--- src/core/ptm_pkg.sv ---
// ptm_pkg: register map, field layout, modes and carrier types for the periodic timer
// assumes a 32-bit apb slave with word-aligned registers
package ptm_pkg;

  // register byte offsets
  localparam logic [7:0] CTRL_OFS   = 8'h00;
  localparam logic [7:0] CMPA_OFS   = 8'h04;
  localparam logic [7:0] PERIOD_OFS = 8'h08;
  localparam logic [7:0] STATUS_OFS = 8'h0c;
  localparam logic [7:0] COUNT_OFS  = 8'h10;

  // control field positions
  localparam int RUN_BIT    = 0;
  localparam int MODE_LO    = 1;
  localparam int PINF_LO    = 3;
  localparam int CCLR_BIT   = 5;
  localparam int OCL_BIT    = 6;
  localparam int POL_BIT    = 7;
  localparam int CAPTS_LO   = 8;
  localparam int WIDE_BIT   = 10;
  localparam int TICKSEL_LO = 11;

  // status field positions
  localparam int AF_BIT = 0;
  localparam int PF_BIT = 1;

  // reset values
  localparam logic [31:0] CTRL_RST = 32'h0000_0000;
  localparam logic [15:0] CMP_RST  = 16'h0000;

  // counter limits
  localparam logic [15:0] MAX16 = 16'hffff;
  localparam logic [15:0] MAX10 = 16'h03ff;

  typedef enum logic [1:0] {
    MODE_COMPARE = 2'b00,
    MODE_CAPTURE = 2'b01,
    MODE_PWM     = 2'b10,
    MODE_TIMER   = 2'b11
  } ptm_mode_t;

  typedef enum logic [1:0] {
    PIN_LOW   = 2'b00,
    PIN_HIGH  = 2'b01,
    PIN_PWM   = 2'b10,
    PIN_PULSE = 2'b11
  } ptm_pinf_t;

  typedef struct packed {
    logic [4:0]  tick_sel;
    logic        wide;
    logic [1:0]  capt_src;
    logic        invert;
    logic        init_level;
    logic        clr_sel;
    ptm_pinf_t   pinf;
    ptm_mode_t   mode;
  } ptm_ctrl_t;

  typedef struct packed {
    logic        psel;
    logic        penable;
    logic        pwrite;
    logic [7:0]  paddr;
    logic [31:0] pwdata;
  } ptm_apb_req_t;

endpackage : ptm_pkg

--- src/core/ptm_timer.sv ---
// ptm_timer: periodic timer with pwm, single pulse and capture operation
// assumes pins synchronous to MCLK, software on an apb slave port
//
// Contract
// - wide variant: period zero gives 65535 counts; a-value sets duty.
// - narrow variant: period zero gives 1024 counts; a-value sets duty.
// - duty value at or above period keeps pwm output fully active.
// - period match clears the counter in pwm operation.
// - pwm counting continues while pin function forces a fixed level.
// - counter clear select ignored in pwm operation.
// - run rising edge starts counter and drives pulse leading edge.
// - trigger pin active edge sets run automatically in single pulse.
// - a-match or software clearing run ends the single pulse.
// - a-match raises interrupt flag in single pulse.
// - single pulse counter zeroed at run rise, else wraps at width; period ignored.
// - mode 01 is capture; source chosen among pin a, pin b, trigger pin.
// - pin function picks rising, falling, both; 11 disables capture only.
// - capture edge copies counter into a-value and raises flag.
// - capture counter runs while run set; period match clears, flags.
// - capture with period zero counts to 1023 narrow, 65534 wide.
// - capture watches selected pin even when it is driven as output.
// - clear select, initial level and invert ignored in capture.
// - pwm sets separate flags on a-match and period match.
// - invert flips pwm waveform; initial level picks base polarity.
module ptm_timer (
  // clock and reset
  input  wire logic        MCLK,
  input  wire logic        RESET,
  // apb slave
  input  wire logic        PSEL,
  input  wire logic        PENABLE,
  input  wire logic        PWRITE,
  input  wire logic [7:0]  PADDR,
  input  wire logic [31:0] PWDATA,
  output logic      [31:0] PRDATA,
  output logic             PREADY,
  output logic             PSLVERR,
  // pins
  input  wire logic        TIMER_PIN_A,
  input  wire logic        TIMER_PIN_B,
  input  wire logic        EXT_CLOCK_TRIGGER_PIN,
  output logic             TIMER_OUT,
  output logic             TIMER_IRQ
);

  ptm_pkg::ptm_apb_req_t req;
  ptm_pkg::ptm_ctrl_t    ctrl_q;
  logic        run_control_q;
  logic [15:0] compare_a_value_q;
  logic [15:0] period_compare_value_q;
  logic [15:0] count_q;
  logic [4:0]  tick_div_q;
  logic        af_q;
  logic        pf_q;
  logic        pa_q;
  logic        pb_q;
  logic        tck_q;
  logic        run_prev_q;
  logic        out_q;
  logic [31:0] prdata_q;
  logic        pready_q;
  logic        pslverr_q;

  assign req = '{psel: PSEL, penable: PENABLE, pwrite: PWRITE, paddr: PADDR, pwdata: PWDATA};

  // address decode, used by write and read paths
  function automatic logic addr_hit(input logic [7:0] a, input logic [7:0] ofs);
    addr_hit = (a == ofs);
  endfunction : addr_hit

  function automatic logic mapped(input logic [7:0] a);
    mapped = addr_hit(a, ptm_pkg::CTRL_OFS) || addr_hit(a, ptm_pkg::CMPA_OFS) ||
             addr_hit(a, ptm_pkg::PERIOD_OFS) || addr_hit(a, ptm_pkg::STATUS_OFS) ||
             addr_hit(a, ptm_pkg::COUNT_OFS);
  endfunction : mapped

  logic        setup;
  logic        wr_en;
  logic [15:0] cnt_max;
  logic [15:0] cmp_mask;
  logic        tick;
  logic        run_rise;
  logic        is_pwm;
  logic        is_pulse;
  logic        is_capture;
  logic        a_match;
  logic        p_match;
  logic        cap_pin;
  logic        cap_prev;
  logic        cap_edge;
  logic        trig_edge;
  logic        pwm_active;
  logic        pwm_level;
  logic [15:0] eff_period;
  logic        count_live;
  logic        active_level;
  logic        wr_ctrl;
  logic        wr_cmpa;
  logic        wr_period;
  logic        wr_status;
  logic        af_clr;
  logic        pf_clr;

  // zero-wait slave: answer in the cycle after setup
  assign setup   = req.psel && !req.penable;
  assign wr_en   = req.psel && req.penable && req.pwrite && PREADY;

  // register write strobes
  assign wr_ctrl   = wr_en && addr_hit(req.paddr, ptm_pkg::CTRL_OFS);
  assign wr_cmpa   = wr_en && addr_hit(req.paddr, ptm_pkg::CMPA_OFS);
  assign wr_period = wr_en && addr_hit(req.paddr, ptm_pkg::PERIOD_OFS);
  assign wr_status = wr_en && addr_hit(req.paddr, ptm_pkg::STATUS_OFS);
  assign af_clr    = wr_status && req.pwdata[ptm_pkg::AF_BIT];
  assign pf_clr    = wr_status && req.pwdata[ptm_pkg::PF_BIT];

  assign cnt_max  = ctrl_q.wide ? ptm_pkg::MAX16 : ptm_pkg::MAX10;
  assign cmp_mask = cnt_max;
  assign tick     = (tick_div_q == ctrl_q.tick_sel);
  assign run_rise = run_control_q && !run_prev_q;

  assign is_pwm     = (ctrl_q.mode == ptm_pkg::MODE_PWM) && (ctrl_q.pinf != ptm_pkg::PIN_PULSE);
  assign is_pulse   = (ctrl_q.mode == ptm_pkg::MODE_PWM) && (ctrl_q.pinf == ptm_pkg::PIN_PULSE);
  assign is_capture = (ctrl_q.mode == ptm_pkg::MODE_CAPTURE);

  assign eff_period = (period_compare_value_q == 16'h0000) ?
                      (ctrl_q.wide ? ptm_pkg::MAX16 : ptm_pkg::MAX10 + 16'h0001) :
                      period_compare_value_q;

  // stale count of the last run must not match in the restart cycle
  assign count_live = run_control_q && !run_rise && tick;
  assign a_match    = count_live && ((count_q + 16'h0001) == compare_a_value_q);
  assign p_match    = count_live && ((count_q + 16'h0001) >= eff_period);

  // capture source taken straight from the pin, output or not
  always_comb begin
    case (ctrl_q.capt_src)
      2'b00:   begin cap_pin = TIMER_PIN_A; cap_prev = pa_q; end
      2'b01:   begin cap_pin = TIMER_PIN_B; cap_prev = pb_q; end
      default: begin cap_pin = EXT_CLOCK_TRIGGER_PIN; cap_prev = tck_q; end
    endcase
  end

  // edge kind from pin function; 11 gives no capture
  always_comb begin
    case (ctrl_q.pinf)
      ptm_pkg::PIN_LOW:  cap_edge = cap_pin && !cap_prev;
      ptm_pkg::PIN_HIGH: cap_edge = !cap_pin && cap_prev;
      ptm_pkg::PIN_PWM:  cap_edge = cap_pin ^ cap_prev;
      default:           cap_edge = 1'b0;
    endcase
  end

  // rising edge on the trigger pin starts a pulse
  assign trig_edge = EXT_CLOCK_TRIGGER_PIN && !tck_q;

  // active until counter reaches a-value, full when a >= period
  assign pwm_active = (compare_a_value_q >= eff_period) || (count_q < compare_a_value_q);
  assign active_level = ctrl_q.init_level ^ ctrl_q.invert;
  assign pwm_level    = pwm_active ? active_level : !active_level;

  // pin history
  always_ff @(posedge MCLK) begin
    if (RESET) begin
      pa_q  <= 1'b0;
      pb_q  <= 1'b0;
      tck_q <= 1'b0;
    end else begin
      pa_q  <= TIMER_PIN_A;
      pb_q  <= TIMER_PIN_B;
      tck_q <= EXT_CLOCK_TRIGGER_PIN;
    end
  end

  // control register
  always_ff @(posedge MCLK) begin
    if (RESET) begin
      ctrl_q <= ptm_pkg::ptm_ctrl_t'(ptm_pkg::CTRL_RST[15:1]);
    end else if (wr_ctrl) begin
      ctrl_q <= ptm_pkg::ptm_ctrl_t'(req.pwdata[15:1]);
    end
  end

  // run bit: hardware set and clear win over software
  always_ff @(posedge MCLK) begin
    if (RESET) begin
      run_control_q <= 1'b0;
    end else if (is_pulse && a_match) begin
      run_control_q <= 1'b0;
    end else if (is_pulse && trig_edge) begin
      run_control_q <= 1'b1;
    end else if (wr_ctrl) begin
      run_control_q <= req.pwdata[ptm_pkg::RUN_BIT];
    end
  end

  always_ff @(posedge MCLK) begin
    if (RESET) begin
      run_prev_q <= 1'b0;
    end else begin
      run_prev_q <= run_control_q;
    end
  end

  // tick prescaler: one tick every tick_sel+1 clocks
  always_ff @(posedge MCLK) begin
    if (RESET || tick) begin
      tick_div_q <= 5'h00;
    end else begin
      tick_div_q <= tick_div_q + 5'h01;
    end
  end

  // counter
  always_ff @(posedge MCLK) begin
    if (RESET) begin
      count_q <= 16'h0000;
    end else if (run_rise) begin
      count_q <= 16'h0000;
    end else if (run_control_q && tick) begin
      // period match clears, clear select not consulted
      if ((is_pwm || is_capture) && p_match) begin
        count_q <= 16'h0000;
      end else if (ctrl_q.mode == ptm_pkg::MODE_COMPARE || ctrl_q.mode == ptm_pkg::MODE_TIMER) begin
        count_q <= p_match ? 16'h0000 : (count_q + 16'h0001) & cnt_max;
      end else begin
        // one step per tick, wraps at width
        count_q <= (count_q + 16'h0001) & cnt_max;
      end
    end
  end

  // a-value: software write or capture
  always_ff @(posedge MCLK) begin
    if (RESET) begin
      compare_a_value_q <= ptm_pkg::CMP_RST;
    end else if (is_capture && run_control_q && cap_edge) begin
      compare_a_value_q <= count_q;
    end else if (wr_cmpa) begin
      compare_a_value_q <= req.pwdata[15:0] & cmp_mask;
    end
  end

  always_ff @(posedge MCLK) begin
    if (RESET) begin
      period_compare_value_q <= ptm_pkg::CMP_RST;
    end else if (wr_period) begin
      period_compare_value_q <= req.pwdata[15:0] & cmp_mask;
    end
  end

  // request flags; write one to clear, set wins
  always_ff @(posedge MCLK) begin
    if (RESET) begin
      af_q <= 1'b0;
    end else if ((!is_capture && a_match) || (is_capture && run_control_q && cap_edge)) begin
      af_q <= 1'b1;
    end else if (af_clr) begin
      af_q <= 1'b0;
    end
  end

  always_ff @(posedge MCLK) begin
    if (RESET) begin
      pf_q <= 1'b0;
    // period match flag, not in single pulse
    end else if (p_match && !is_pulse) begin
      pf_q <= 1'b1;
    end else if (pf_clr) begin
      pf_q <= 1'b0;
    end
  end

  always_ff @(posedge MCLK) begin
    if (RESET) begin
      TIMER_IRQ <= 1'b0;
    end else begin
      TIMER_IRQ <= af_q || pf_q;
    end
  end

  // output pin
  always_ff @(posedge MCLK) begin
    if (RESET) begin
      out_q <= 1'b0;
    end else if (is_pulse) begin
      out_q <= run_control_q ^ ctrl_q.invert;
    end else if (ctrl_q.mode == ptm_pkg::MODE_PWM) begin
      case (ctrl_q.pinf)
        ptm_pkg::PIN_LOW:  out_q <= 1'b0;
        ptm_pkg::PIN_HIGH: out_q <= 1'b1;
        default:           out_q <= pwm_level;
      endcase
    end else begin
      out_q <= out_q;
    end
  end

  assign TIMER_OUT = out_q;

  // apb read and answer
  always_ff @(posedge MCLK) begin
    if (RESET) begin
      prdata_q  <= 32'h0000_0000;
      pready_q  <= 1'b0;
      pslverr_q <= 1'b0;
    end else begin
      pready_q  <= setup;
      pslverr_q <= setup && !mapped(req.paddr);
      prdata_q  <= 32'h0000_0000;
      if (setup && !req.pwrite) begin
        case (req.paddr)
          ptm_pkg::CTRL_OFS:   prdata_q <= {16'h0000, ctrl_q, run_control_q};
          ptm_pkg::CMPA_OFS:   prdata_q <= {16'h0000, compare_a_value_q};
          ptm_pkg::PERIOD_OFS: prdata_q <= {16'h0000, period_compare_value_q};
          ptm_pkg::STATUS_OFS: prdata_q <= {30'h0, pf_q, af_q};
          ptm_pkg::COUNT_OFS:  prdata_q <= {16'h0000, count_q};
          default:             prdata_q <= 32'h0000_0000;
        endcase
      end
    end
  end

  assign PRDATA  = prdata_q;
  assign PREADY  = pready_q;
  assign PSLVERR = pslverr_q;

endmodule : ptm_timer

--- config.mk ---
export PLATFORM = sky130hd
export DESIGN_NAME = ptm_timer
export DESIGN_NICKNAME = d
export VERILOG_FILES = /design/src/core/ptm_pkg.sv /design/src/core/ptm_timer.sv
export SDC_FILE = /design/constraint.sdc
export NUM_CORES = 1
export LEC_CHECK = 0
export BUFFER_PORTS_ARGS = -buffer_cell sky130_fd_sc_hd__buf_2
export CORE_MARGIN = 5
export CORE_UTILIZATION = 55
export CTS_BUF_LIST = sky130_fd_sc_hd__clkbuf_2 sky130_fd_sc_hd__clkbuf_4 sky130_fd_sc_hd__clkbuf_8
export CTS_CLUSTER_DIAMETER = 30
export DETAILED_ROUTE_END_ITERATION = 16
export PLACE_DENSITY = 0.77
export SLEW_MARGIN = 20
export SYNTH_ARGS = -nofsm -noshare
export SYNTH_HDL_FRONTEND = slang
export SYNTH_SLANG_ARGS = --single-unit
--- constraint.sdc ---
create_clock -name MCLK -period 5.52 [get_ports MCLK]
set_input_delay 0.276 -clock MCLK [delete_from_list [all_inputs] [get_ports MCLK]]
set_output_delay 0.276 -clock MCLK [all_outputs]
set_load 0.02 [all_outputs]
==> impl_metrics.sql <==
INSERT INTO impl_metrics (metric_group, metric, value, unit) VALUES
('setup_path', 'cpMaxStageDelayCell', 'sky130_fd_sc_hd__dfxtp_1', ''),
('die', 'core', '10900', 'sq um'),
('setup_path', 'reg2reg_depth', '14', ''),
('setup_path', 'r2r_end', 'count_q[14]', ''),
('clocking', 'clock_latency', '0.40', 'ns'),
('clocking', 'postCtsResizedCells', '0', ''),
('power_and_ir_drop', 'power_per_cell_area', '197', 'nW/um^2'),
('sta', 'finalSetupTns', '0', 'ns'),
('route', 'initialDrtViolationCount', '802', ''),
('global_routing', 'grt_start_max_net_pins', '63', ''),
('synth', 'synth_async_sr_flop_share', '0', '%'),
('clocking', 'cts.repair_timing.setup_buffer_count', '0', ''),
('synth', 'mean_area_per_synthesized_cell', '7.92', 'sq um'),
('place', 'place_hpwl', '13.4', 'mm'),
('die', 'fp.dieH', '116', 'um'),
('die', 'placement_rows', '38', ''),
('route', 'dr.pass1.iters', '7', ''),
('global_routing', 'grt_overflow_total', '0', ''),
('die', 'fp.dieArea', '13400', 'sq um'),
('synth', 'synth_flop_cell', 'sky130_fd_sc_hd__dfxtp_1', ''),
('power_and_ir_drop', 'cellLeakagePower', '0.00252', 'uW'),
('sta', 'clock_skew', '0.0134', 'ns'),
('power_and_ir_drop', 'power', '1290', 'uW'),
('route', 'routed-wl-met3', '1.93', 'mm'),
('setup_path', 'critical_path_arrival', '4.26', 'ns'),
('route', 'vias', '5972', ''),
('power_and_ir_drop', 'ir_worst_vdd', '0.000226', 'V'),
('synth', 'netlist.top_cell.by_area', 'sky130_fd_sc_hd__dfxtp_1', ''),
('global_routing', 'grt_pass1_vias', '5723', ''),
('synth', 'number_of_enable_type_register_cells_in_the_synthesized_netlist', '0', ''),
('route', 'vias_per_cell', '6.37', ''),
('sta', 'worstMarginPinSlew', '0.989', 'ns'),
('cells_and_area', 'final_cell_area', '6530', 'sq um'),
('cells_and_area', 'final_common_cell', 'sky130_fd_sc_hd__nand2_1', ''),
('synth', 'post_synth_main_area_contributors', 'sky130_fd_sc_hd__dfxtp_1, sky130_fd_sc_hd__ha_1, sky130_fd_sc_hd__nand2_1', ''),
('min_path', 'hold_path_depth', '2', ''),
('synth', 'synth-compound-area-share', '19.8', '%'),
('sta', 'timing.final.hold_violations', '0', ''),
('clocking', 'cts_tree', 'built', ''),
('setup_path', 'critical_path.cell_chain', 'ha_1 -> nand2_1 -> nor2_1 -> nand3_1 -> xnor2_1 -> ha_1 -> nand4_1 -> a211o_1 -> o211a_1 -> o21a_1 -> a211oi_2 -> buf_4 -> o32ai_1 -> a22o_1', ''),
('cells_and_area', 'area_growth_syn_to_layout', '6.10', '%'),
('min_path', 'min-delay-start', 'TIMER_PIN_A', ''),
('die', 'start_util', '56.5', '%'),
('min_path', 'min_delay_worst_endpoint', 'pa_q', ''),
('sta', 'maxSlewHeadroom', '33.6', '%'),
('sta', 'final.min_clock_period', '3.96', 'ns'),
('run', 'drv.max_cap_violation_count', '0', ''),
('route', 'top_layer_used', 'met4', ''),
('setup_path', 'setup.worst_path.class', 'reg -> reg', ''),
('setup_path', 'cp-start-kind', 'flop', ''),
('place', 'port-buffer-count', '51', ''),
('route', 'wl_met1', '7.42', 'mm'),
('clocking', 'hold_buffers', '0', ''),
('die', 'num_ports', '84', ''),
('setup_path', 'worst_path_largest_cell_delay', '0.60', 'ns'),
('status', 'run_status', 'finished, final reports clean', ''),
('setup_path', 'crit_top_cell', 'sky130_fd_sc_hd__ha_1', ''),
('cells_and_area', 'antenna_cells_inserted', '0', ''),
('setup_path', 'critical_path_peak_fanout', '23', ''),
('synth', 'synth_warnings', '0', ''),
('die', 'die_x', '116', 'um'),
('place', 'place_congestion', '0.985', ''),
('synth', 'mappedNetlistArea', '6150', 'sq um'),
('route', 'detailed_route_wirelength_on_metal2', '8.04', 'mm'),
('global_routing', 'grt.total_usage', '27.9', '%'),
('cells_and_area', 'commonest_non_fill_non_tap_cells_in_the_layout', 'sky130_fd_sc_hd__nand2_1, sky130_fd_sc_hd__dfxtp_1, sky130_fd_sc_hd__nor2_1', ''),
('sta', 'rsz_0062_raised_after_global_routing', 'false', ''),
('sta', 'layout_worst_path_cycle_share', '71.8', '%'),
('place', 'placedInstanceArea', '6320', 'sq um'),
('route', 'detail_route.drc_violations', '0', ''),
('sta', 'setup_viol_count_final', '0', '');
how the worst max path moves through the flow:
| stage | startpoint | endpoint | cells past startpoint |
|---|---|---|---|
| after floorplan | period_compare_value_q[2] | count_q[10] | 16 |
| after global placement | count_q[3] | count_q[2] | 12 |
| after detailed placement | period_compare_value_q[10] | count_q[2] | 13 |
| after CTS | count_q[2] | count_q[2] | 12 |
| after global routing | count_q[2] | count_q[2] | 12 |
| final | count_q[0] | count_q[14] | 14 |
routing by layer:
metal / vias up / global-route usage (%)
met5: - / 0
met4: 0 / 12.0
met3: 50 / 6.89
met2: 348 / 42.4
li1: 2778 / -
met1: 2796 / 37.7
critical path, delay by kind of cell (launching register included):
family | cells | cell delay (ns)
DFF | 1 | 0.60
xor gates and xnor gates | 1 | 0.40
adders and majority gates | 2 | 0.59
buffers and inverters | 1 | 0.28
and+or+nand+nor | 4 | 0.77
AOI/OAI and AO/OA | 6 | 1.23
kinds of logic after synthesis:
| family | Yosys count |
|---|---|
| xor gates and xnor gates | 30 |
| buffers and inverters | 95 |
| AOI/OAI and AO/OA | 180 |
| adders and majority gates | 53 |
| and+or+nand+nor | 310 |
| muxes | 13 |
| other | 1 |
| DFF | 95 |
synthesized netlist by cell type, types with 9 or more instances:
| master | instances |
|---|---|
| sky130_fd_sc_hd__ha_1 | 52 |
| sky130_fd_sc_hd__a222oi_1 | 16 |
| sky130_fd_sc_hd__clkbuf_1 | 32 |
| sky130_fd_sc_hd__dfxtp_1 | 95 |
| sky130_fd_sc_hd__and3_1 | 10 |
| sky130_fd_sc_hd__nand4_1 | 12 |
| sky130_fd_sc_hd__nand3_1 | 26 |
| sky130_fd_sc_hd__o21ai_0 | 16 |
| sky130_fd_sc_hd__a21oi_1 | 70 |
| sky130_fd_sc_hd__xor2_1 | 9 |
| sky130_fd_sc_hd__inv_1 | 28 |
| sky130_fd_sc_hd__buf_2 | 9 |
| sky130_fd_sc_hd__buf_4 | 21 |
| sky130_fd_sc_hd__a211oi_1 | 17 |
| sky130_fd_sc_hd__a31oi_1 | 12 |
| sky130_fd_sc_hd__nor2_1 | 73 |
| sky130_fd_sc_hd__a21o_1 | 9 |
| sky130_fd_sc_hd__mux2i_1 | 13 |
| sky130_fd_sc_hd__nand2_1 | 121 |
| sky130_fd_sc_hd__xnor2_1 | 20 |
flip-flops by register name, summed over array words and instances (netlist names):
| signal | cells |
|---|---|
| count_q | 16 |
| pa_q | 1 |
| TIMER_IRQ | 1 |
| af_q | 1 |
| period_compare_value_q | 16 |
| PRDATA | 16 |
| run_control_q | 1 |
| run_prev_q | 1 |
| ctrl_q | 15 |
| compare_a_value_q | 16 |
| pb_q | 1 |
| PREADY | 1 |
| tick_div_q | 5 |
| tck_q | 1 |
| PSLVERR | 1 |
| TIMER_OUT | 1 |
| pf_q | 1 |
per-stage QoR:
| step | setup WS (ns) | instances | utilization (%) |
|---|---|---|---|
| after floorplan | 2.04 | 792 | - |
| after global placement | 1.75 | 922 | 58.0 |
| after detailed placement | 1.67 | 922 | 58.0 |
| after CTS | 1.61 | 938 | 60.0 |
| after global routing | 1.30 | 938 | 60.0 |
| final | 1.56 | 938 | 60.0 |
layout make-up:
class                           instances  area (sq um)
Fill cell                             981          4360
Multi-Input combinational cell        602          3830
Sequential cell                        95          1900
Timing Repair Buffer                   57           300
Tap cell                              140           175
Clock buffer                           10           138
Inverter                               28           105
Clock inverter                          6          75.1
power breakdown:
part / internal (uW) / switching [uW]
clock: 229 / 267
sequential: 690 / 11.7
combinational: 31.8 / 56.9
total: 950 / 335
(Power assumes the default switching activity.)
